## src/rtl/cgc_map.svh

```systemverilog
// Constants of the clock generator control block: field widths, counts, limits.
// Assumes inclusion by cgc_pkg and cgc_clock_ctrl only.
`ifndef CGC_MAP_SVH
`define CGC_MAP_SVH

`define CGC_STARTUP_W     8
`define CGC_DIV_W         8
`define CGC_MUL_W         11
`define CGC_LOCK_W        6
`define CGC_FREQ_W        16
`define CGC_CREDIT_W      16
`define CGC_PRESCALE_W    3
`define CGC_PRESCALE_LAST 3'h7
`define CGC_MEAS_PERIODS  4'hf
`define CGC_CREDIT_CAP    16'hf000
`define CGC_IRQ_W         2
`define CGC_IRQ_STABLE    0
`define CGC_IRQ_LOCKED    1
`define CGC_SEL_SLOW      1'h0

`endif

```

## src/rtl/cgc_pkg.sv

```systemverilog
// Types of the clock generator control block.
// Assumes cgc_map.svh on the include path.
`default_nettype none
`include "cgc_map.svh"

package cgc_pkg;

  typedef struct packed {
    logic                       enable;
    logic                       bypass;
    logic [`CGC_STARTUP_W-1:0]  startup;
  } cgc_osc_cfg_t;

  typedef struct packed {
    logic [`CGC_DIV_W-1:0]   div;
    logic [`CGC_MUL_W-1:0]   mul;
    logic [`CGC_LOCK_W-1:0]  lock_wait;
  } cgc_synth_cfg_t;

  typedef enum logic [1:0] {
    FM_IDLE,
    FM_WAIT,
    FM_COUNT,
    FM_DONE
  } cgc_meas_t;

  typedef struct packed {
    logic                        always_on_clock_q;
    logic                        mck_q;
    cgc_osc_cfg_t                osc;
    logic                        osc_run;
    logic [`CGC_PRESCALE_W-1:0]  pre;
    logic [`CGC_STARTUP_W-1:0]   osc_cnt;
    logic                        stable;
    cgc_meas_t                   meas;
    logic [3:0]                  periods;
    logic [`CGC_FREQ_W-1:0]      freq;
    logic                        done;
    cgc_synth_cfg_t              syn;
    logic                        lock_run;
    logic [`CGC_LOCK_W-1:0]      lock_cnt;
    logic                        locked;
    logic                        syn_en;
    logic [`CGC_CREDIT_W-1:0]    div_credit;
    logic [`CGC_CREDIT_W-1:0]    syn_credit;
    logic                        div_clk;
    logic                        syn_clk;
    logic                        always_on_clock_out;
    logic                        irq;
  } cgc_state_t;

endpackage

`default_nettype wire

```

## src/rtl/cgc_clock_ctrl.sv

```systemverilog
// Clock generator control: oscillator start-up, frequency meter, divider and synthesiser lock.
// Assumes slow and crystal clocks arrive as inputs synchronous to mclk_i, well below its rate.
`default_nettype none
`include "cgc_map.svh"

module cgc_clock_ctrl (
  input  wire logic                      mclk_i,
  input  wire logic                      reset_n_i,
  input  wire logic                      always_on_clock_i,
  input  wire logic                      crystal_osc_clock_i,
  input  wire logic                      osc_ctrl_wr_i,
  input  wire cgc_pkg::cgc_osc_cfg_t     osc_ctrl_i,
  input  wire logic                      synth_cfg_wr_i,
  input  wire cgc_pkg::cgc_synth_cfg_t   synth_cfg_i,
  input  wire logic [`CGC_IRQ_W-1:0]     irq_mask_i,
  output logic                           osc_enable_o,
  output logic                           osc_bypass_o,
  output logic                           sys_clock_sel_o,
  output logic                           osc_stable_flag_o,
  output logic                           freq_measure_done_o,
  output logic [`CGC_FREQ_W-1:0]         freq_measure_value_o,
  output logic [`CGC_DIV_W-1:0]          input_divider_value_o,
  output logic [`CGC_MUL_W-1:0]          multiplier_value_o,
  output logic                           synth_enable_o,
  output logic                           synth_locked_flag_o,
  output logic                           div_clock_o,
  output logic                           synth_clock_o,
  output logic                           always_on_clock_o,
  output logic                           irq_o
);
  import cgc_pkg::*;

  // ************************************************************
  // Credit-based rate generator
  // ************************************************************
  // Each source edge adds credit; each whole divisor spent toggles the output.
  // Output rate is bounded by mclk/2, so high ratios saturate instead of aliasing.
  function automatic logic [`CGC_CREDIT_W:0] nco_step(
    input logic [`CGC_CREDIT_W-1:0] credit,
    input logic [`CGC_CREDIT_W-1:0] add,
    input logic [`CGC_DIV_W-1:0]    div
  );
    logic [`CGC_CREDIT_W:0]   sum;
    logic                     tog;
    sum = {1'b0, credit} + {1'b0, add};
    tog = 1'b0;
    if (sum >= {{(`CGC_CREDIT_W-`CGC_DIV_W+1){1'b0}}, div}) begin
      sum = sum - {{(`CGC_CREDIT_W-`CGC_DIV_W+1){1'b0}}, div};
      tog = 1'b1;
    end
    if (sum > {1'b0, `CGC_CREDIT_CAP}) begin
      sum = {1'b0, `CGC_CREDIT_CAP};
    end
    return {tog, sum[`CGC_CREDIT_W-1:0]};
  endfunction

  // ************************************************************
  // State
  // ************************************************************
  cgc_state_t st_r;
  cgc_state_t st_nxt;

  logic                      always_on_clock_rise;
  logic                      always_on_clock_fall;
  logic                      mck_rise;
  logic                      syn_change;
  logic [`CGC_CREDIT_W:0]    div_step;
  logic [`CGC_CREDIT_W:0]    syn_step;
  logic [`CGC_CREDIT_W-1:0]  syn_add;

  assign always_on_clock_rise  = always_on_clock_i & ~st_r.always_on_clock_q;
  assign always_on_clock_fall  = ~always_on_clock_i & st_r.always_on_clock_q;
  assign mck_rise   = crystal_osc_clock_i & ~st_r.mck_q & (st_r.osc.enable | st_r.osc.bypass);
  assign syn_change = synth_cfg_wr_i
                      & ((synth_cfg_i != st_r.syn)
                         | ((st_r.syn.mul == '0) & (synth_cfg_i.mul != '0)));
  assign syn_add    = {{(`CGC_CREDIT_W-`CGC_MUL_W-1){1'b0}}, st_r.syn.mul, 1'b0}
                      + `CGC_CREDIT_W'(2);
  assign div_step   = nco_step(st_r.div_credit, mck_rise ? `CGC_CREDIT_W'(2) : '0,
                               st_r.syn.div);
  assign syn_step   = nco_step(st_r.syn_credit, mck_rise ? syn_add : '0, st_r.syn.div);

  always_comb begin
    st_nxt          = st_r;
    st_nxt.always_on_clock_q   = always_on_clock_i;
    st_nxt.mck_q    = crystal_osc_clock_i;
    st_nxt.always_on_clock_out = always_on_clock_i;

    // ************************************************************
    // Main oscillator start-up
    // ************************************************************
    if (osc_ctrl_wr_i) begin
      st_nxt.osc    = osc_ctrl_i;
      st_nxt.stable = 1'b0;
      st_nxt.osc_run = osc_ctrl_i.enable;
      st_nxt.osc_cnt = osc_ctrl_i.startup;
      st_nxt.pre     = '0;
    end else if (st_r.osc_run && always_on_clock_rise) begin
      st_nxt.pre = st_r.pre + `CGC_PRESCALE_W'(1);
      if (st_r.pre == `CGC_PRESCALE_LAST) begin
        if (st_r.osc_cnt <= `CGC_STARTUP_W'(1)) begin
          st_nxt.osc_cnt = '0;
          st_nxt.stable  = 1'b1;
          st_nxt.osc_run = 1'b0;
        end else begin
          st_nxt.osc_cnt = st_r.osc_cnt - `CGC_STARTUP_W'(1);
        end
      end
    end

    // ************************************************************
    // Frequency meter
    // ************************************************************
    case (st_r.meas)
      FM_IDLE: begin
        if (st_r.stable) begin
          st_nxt.meas = FM_WAIT;
        end
      end
      FM_WAIT: begin
        if (always_on_clock_rise) begin
          st_nxt.meas    = FM_COUNT;
          st_nxt.freq    = '0;
          st_nxt.periods = '0;
        end
      end
      FM_COUNT: begin
        if (mck_rise && st_r.freq != '1) begin
          st_nxt.freq = st_r.freq + `CGC_FREQ_W'(1);
        end
        if (always_on_clock_fall) begin
          st_nxt.periods = st_r.periods + 4'h1;
          if (st_r.periods == `CGC_MEAS_PERIODS) begin
            st_nxt.meas = FM_DONE;
            st_nxt.done = 1'b1;
          end
        end
      end
      FM_DONE: begin
      end
      default: begin
        st_nxt.meas = FM_IDLE;
      end
    endcase
    // A fresh start-up discards any old measurement
    if (!st_nxt.stable) begin
      st_nxt.meas = FM_IDLE;
      st_nxt.done = 1'b0;
    end

    // ************************************************************
    // Divider and synthesiser lock
    // ************************************************************
    if (synth_cfg_wr_i) begin
      st_nxt.syn = synth_cfg_i;
    end
    st_nxt.syn_en = (st_nxt.syn.mul != '0);
    if (syn_change) begin
      st_nxt.locked   = 1'b0;
      st_nxt.lock_cnt = synth_cfg_i.lock_wait;
      st_nxt.lock_run = (synth_cfg_i.mul != '0);
    end else if (st_r.lock_run && always_on_clock_rise) begin
      if (st_r.lock_cnt == '0) begin
        st_nxt.locked   = 1'b1;
        st_nxt.lock_run = 1'b0;
      end else begin
        st_nxt.lock_cnt = st_r.lock_cnt - `CGC_LOCK_W'(1);
      end
    end

    // Clocks only advance on the settings already in force; a write restarts them.
    if (st_r.syn.div == '0 || synth_cfg_wr_i) begin
      st_nxt.div_credit = '0;
      st_nxt.div_clk    = 1'b0;
    end else begin
      st_nxt.div_credit = div_step[`CGC_CREDIT_W-1:0];
      st_nxt.div_clk    = st_r.div_clk ^ div_step[`CGC_CREDIT_W];
    end
    if (st_r.syn.div == '0 || st_r.syn.mul == '0 || synth_cfg_wr_i) begin
      st_nxt.syn_credit = '0;
      st_nxt.syn_clk    = 1'b0;
    end else begin
      st_nxt.syn_credit = syn_step[`CGC_CREDIT_W-1:0];
      st_nxt.syn_clk    = st_r.syn_clk ^ syn_step[`CGC_CREDIT_W];
    end

    st_nxt.irq = |({st_nxt.locked, st_nxt.stable} & irq_mask_i);
  end

  always_ff @(posedge mclk_i or negedge reset_n_i) begin
    if (!reset_n_i) begin
      st_r <= '0;
    end else begin
      st_r <= st_nxt;
    end
  end

  // ************************************************************
  // Outputs
  // ************************************************************
  always_comb begin
    osc_enable_o          = st_r.osc.enable;
    osc_bypass_o          = st_r.osc.bypass;
    sys_clock_sel_o       = `CGC_SEL_SLOW;
    osc_stable_flag_o     = st_r.stable;
    freq_measure_done_o   = st_r.done;
    freq_measure_value_o  = st_r.freq;
    input_divider_value_o = st_r.syn.div;
    multiplier_value_o    = st_r.syn.mul;
    synth_enable_o        = st_r.syn_en;
    synth_locked_flag_o   = st_r.locked;
    div_clock_o           = st_r.div_clk;
    synth_clock_o         = st_r.syn_clk;
    always_on_clock_o     = st_r.always_on_clock_out;
    irq_o                 = st_r.irq;
  end
endmodule

`default_nettype wire

```

## config.mk

```make
export PLATFORM = sky130hd
export DESIGN_NAME = cgc_clock_ctrl
export DESIGN_NICKNAME = d
export VERILOG_FILES = /design/src/rtl/cgc_pkg.sv /design/src/rtl/cgc_clock_ctrl.sv
export VERILOG_INCLUDE_DIRS = /design/src /design/src/rtl
export SDC_FILE = /design/constraint.sdc
export NUM_CORES = 1
export LEC_CHECK = 0
export BUFFER_PORTS_ARGS = -buffer_cell sky130_fd_sc_hd__buf_4
export CORE_ASPECT_RATIO = 0.6
export CORE_UTILIZATION = 28
export DETAILED_ROUTE_END_ITERATION = 16
export PLACE_DENSITY = 0.56
export RECOVER_POWER = 50
export SYNTH_ARGS = -nofsm -noshare
export SYNTH_HDL_FRONTEND = slang
export SYNTH_SLANG_ARGS = --single-unit
```

## constraint.sdc

```tcl
create_clock -name mclk_i -period 8.16 [get_ports mclk_i]
set_clock_uncertainty 0.2 [all_clocks]
set_input_delay 0.408 -clock mclk_i [delete_from_list [all_inputs] [get_ports mclk_i]]
set_output_delay 0.408 -clock mclk_i [all_outputs]
set_load 0.05 [all_outputs]
```

==> results.md <==
* Worst-Skew Late Latency at 0.37 ns
* Largest net degree at the start of global routing at 74
* PortBufs at 87
* Post-Syn Nets at 1031
* FP Rows at 48
* TritonCTS clock tree: done
* Clk sink count at 109
* RSZ-0062 raised after global routing: false
* Worst-path clk slew at 0.08 ns
* Number of DRC markers in iteration 0 at 554
* Gate count of the mapped netlist at 941
* H-tree depth at 3
* Warnings, synthesis at 0
* Peak supply drop at 0.124 mV
* Number of buffers created by CTS at 9
* Gr ovfl total at 0
* # setup viols final at 0
* Slew margin rel. at -47.1%
* Post-synthesis compound-gate area fraction at 15.1%
* Largest family of logic cells by synthesized area: simple AND/OR/NAND/NOR gates
* Crit Path Class: primary input to flop
* Core Util, Final at 31.8%
* Post-Syn Area at 0.00830 sq mm
* CTS root buf: clkbuf_16
* Crit end category: flop
* Max Cap Viol at 2
* Max incr delay on CP at 0.66 ns
* HP Class: primary input to flop
* Final min period at 6.50 ns
* 1st-pass router iterations at 4
* Area Overhead vs Synth at 10.8%
* CP cell instances: dlygate4sd3_1 -> clkbuf_4 -> o211ai_1 -> clkbuf_1 -> inv_1 -> and2_1 -> fa_1 -> a21o_1 -> a21oi_1 -> xnor2_1 -> ha_1 -> o21ai_0 -> o21ai_0 -> o22ai_1 -> o211ai_4 -> nor3_2 -> nand3b_1 -> or4_1 -> a211oi_2 -> o21ai_2 -> a211oi_1
* Routability cong. at 0.858
* Syn Area/Cell at 8.82 sq um
* Main synth FF type: dfrtp_1
* Synth unique cells at 78
* Post-synth ARST share at 100%
* Layout cells sized above 1 at 10.6%
* CP required at 8.23 ns
* Slew Viols, Final at 78
* IO Count at 89
* Worst-Margin Slew at 2.21 ns
* Critical Path AT at 6.57 ns
* Die area at 0.0304 sq mm
* Fin crit share at 79.6%
* Vias in the first global route at 6491
* Post-synthesis xor/xnor area fraction at 10.3%
* Finished Cell Area at 0.00920 sq mm
* Vias per cell at 4.99
* Power Dens Cells at 274 mW/mm^2
* Core area at 0.0289 sq mm
* Post-synthesis simple-gate area fraction at 22.7%
* Die W at 224 um
* Via count at 6893
* Placed cell area at 0.00905 sq mm
* Final nets at 1067
* Post-route ant nets at 0
* Sequential area share after synthesis at 32.9%
* Final hold violations at 0
* Buf/Inv on CP at 4
* Routed wire length at 22600 um
* Status: complete, but fails checks
* CP Launch Type: primary input
* WL/cell at 16.3 um
* Mux share of post-synthesis cell area at 4.99%
* #FFs+latches synth at 109
* Slowest-stage cell, CP: or4_1
* Drc violations at 0
* Final Total Pwr at 0.00252 W
* First-pass GRT wire length at 36500 um
* Detailed Place HPWL at 17800 um
* Initial antenna violation count at 0
* Fin Setup TNS at 0 ns
* Initial Utilization at 28.7%
* Post-synth EDFFs at 0
* GRT Total Usage at 15.4%
* Pleak at 3.91 nW
* F_max at 0.154 GHz
* Delay-heaviest family, CP: compound AO/OA/AOI/OAI gates
* Adder and majority gate portion of the synthesized area at 7.36%
* Die height at 135 um
* Worst-path maximum fanout at 13
* Violated checks: max-capacitance violations, max-slew violations
* Largest buffer count on any clock path at 2
* # diodes at 0
* Most frequent CP cell: o21ai_0
* Post-CTS Resized at 0
-- per-stage QoR --
| step | std cells | setup slack, ns | hold WS [ns] |
|---|---|---|---|
| finish | 1382 | 1.66 | 0.0434 |
| global route | 1382 | 1.21 | 0.0489 |
| CTS | 1382 | 2.18 | 0.0111 |
| detailed placement | 1364 | 2.38 | 0.218 |
| global placement | 1364 | 2.53 | 0.219 |
| floorplan | 941 | 3.06 | -0.0876 |
-- Yosys cell counts, drive strengths merged (5+ instances only) --
cell type / count / share of area [%]
and4: 8 / 0.86
o21ai: 45 / 2.8
and3: 14 / 1.1
xor2: 45 / 4.8
nor3b: 5 / 0.45
a31oi: 9 / 0.68
inv: 33 / 1.5
mux2: 19 / 2.6
nand2: 66 / 3.0
nand2b: 10 / 0.75
nand3b: 5 / 0.45
nand4: 23 / 1.8
buf: 48 / 4.3
nand3: 25 / 1.6
a211oi: 11 / 1.4
clkbuf: 19 / 0.86
nor2: 109 / 5.3
a21oi: 58 / 3.5
nor2b: 11 / 0.83
dfrtp: 109 / 33
or3: 6 / 0.45
nor4: 22 / 1.8
o211ai: 10 / 1.1
xnor2: 52 / 5.5
nor3: 29 / 1.9
a21o: 11 / 0.99
mux2i: 20 / 2.4
and2: 13 / 0.98
a211o: 6 / 0.63
ha: 44 / 6.6
-- worst register-to-register path, stage by stage, from the launching register on --
cell	delay, ns
dfrtp_1	0.41
o211ai_1	0.18
clkbuf_1	0.50
inv_1	0.28
and2_1	0.27
fa_1	0.47
a21o_1	0.19
a21oi_1	0.18
xnor2_1	0.25
ha_1	0.37
o21ai_0	0.22
o21ai_0	0.11
o22ai_1	0.33
o211ai_4	0.17
nor3_2	0.21
nand3b_1	0.47
or4_1	0.66
a211oi_2	0.25
o21ai_2	0.22
a211oi_1	0.27
-- cell families (layout without fill, tap and decap cells) --
group | count (synthesis) | in the layout
and+or+nand+nor | 361 | 361
xor gates and xnor gates | 97 | 97
other | 1 | 1
adders and majority gates | 47 | 47
muxes | 39 | 39
DFF | 109 | 109
buffers and inverters | 100 | 141
AOI/OAI and AO/OA | 187 | 187
-- flip-flops by register name, indices dropped and copies added, names as in the netlist --
name and flops:
freq_measure_done_o 1, osc_enable_o 1, input_divider_value_o 8, always_on_clock_o 1, synth_enable_o 1, freq_measure_value_o 16, osc_stable_flag_o 1, div_clock_o 1
irq_o 1, st_r 64, synth_locked_flag_o 1, synth_clock_o 1, osc_bypass_o 1, multiplier_value_o 11
-- per-layer routing --
metal	global-route usage [%]	part of all wire, %	routed length (um)	up-vias
li1	-	-	-	3398
met1	24.6	55	12400	3283
met2	20.1	37	8380	202
met3	4.08	7.4	1680	10
met4	3.17	0.64	144	0
met5	0	0	0	-
-- cells in the final DEF (no fill, tap or decap), drive strengths merged, types with 8 or more instances in the layout --
cell type,n
a211oi,11
a21o,11
a21oi,58
a31oi,9
and2,13
and3,14
and4,8
buf,40
clkbuf,59
dfrtp,109
ha,44
inv,36
mux2,19
mux2i,20
nand2,66
nand2b,10
nand3,25
nand4,23
nor2,109
nor2b,11
nor3,29
nor4,22
o211ai,10
o21ai,45
xnor2,52
xor2,45
-- layout make-up --
class                   instances  area, sq um
clock buffers                   9          225
clock inverters                 7         83.8
fillers                      3131        19800
inverters                      33          124
multi-input cells             732         5020
flip-flops and latches        109         2730
well taps                     400          500
repair buffers                 92          512
-- report_power, final --
part / leakage [nW] / switching (W) / total (W) / internal (W)
Clock: 0.149 / 0.000243 / 0.000463 / 0.000220
Combinational: 2.38 / 0.000812 / 0.00133 / 0.000519
Sequential: 1.38 / 0.000103 / 0.000728 / 0.000625
Total: 3.91 / 0.00116 / 0.00252 / 0.00136
-- final timing paths --
| check | start | to | slack [ns] | cells past startpoint |
|---|---|---|---|---|
| min | osc_ctrl_i[6] | st_r[100] | 0.04 | 3 |
| max | crystal_osc_clock_i | st_r[4] | 1.66 | 21 |
| min reg2reg | freq_measure_done_o | freq_measure_done_o | 0.32 | 2 |
| min in group asynchronous | reset_n_i | st_r[26] | 1.02 | 2 |
| max in group asynchronous | reset_n_i | synth_enable_o | 4.80 | 3 |
| max reg2reg | osc_enable_o | st_r[4] | 1.86 | 19 |
-- timing repair --
action                    4_1_cts  5_1_grt
hold buffers                    2        0
setup buffers                   0        0
hold endpoints to repair       37        0
Power figures use the tool's default switching activity.
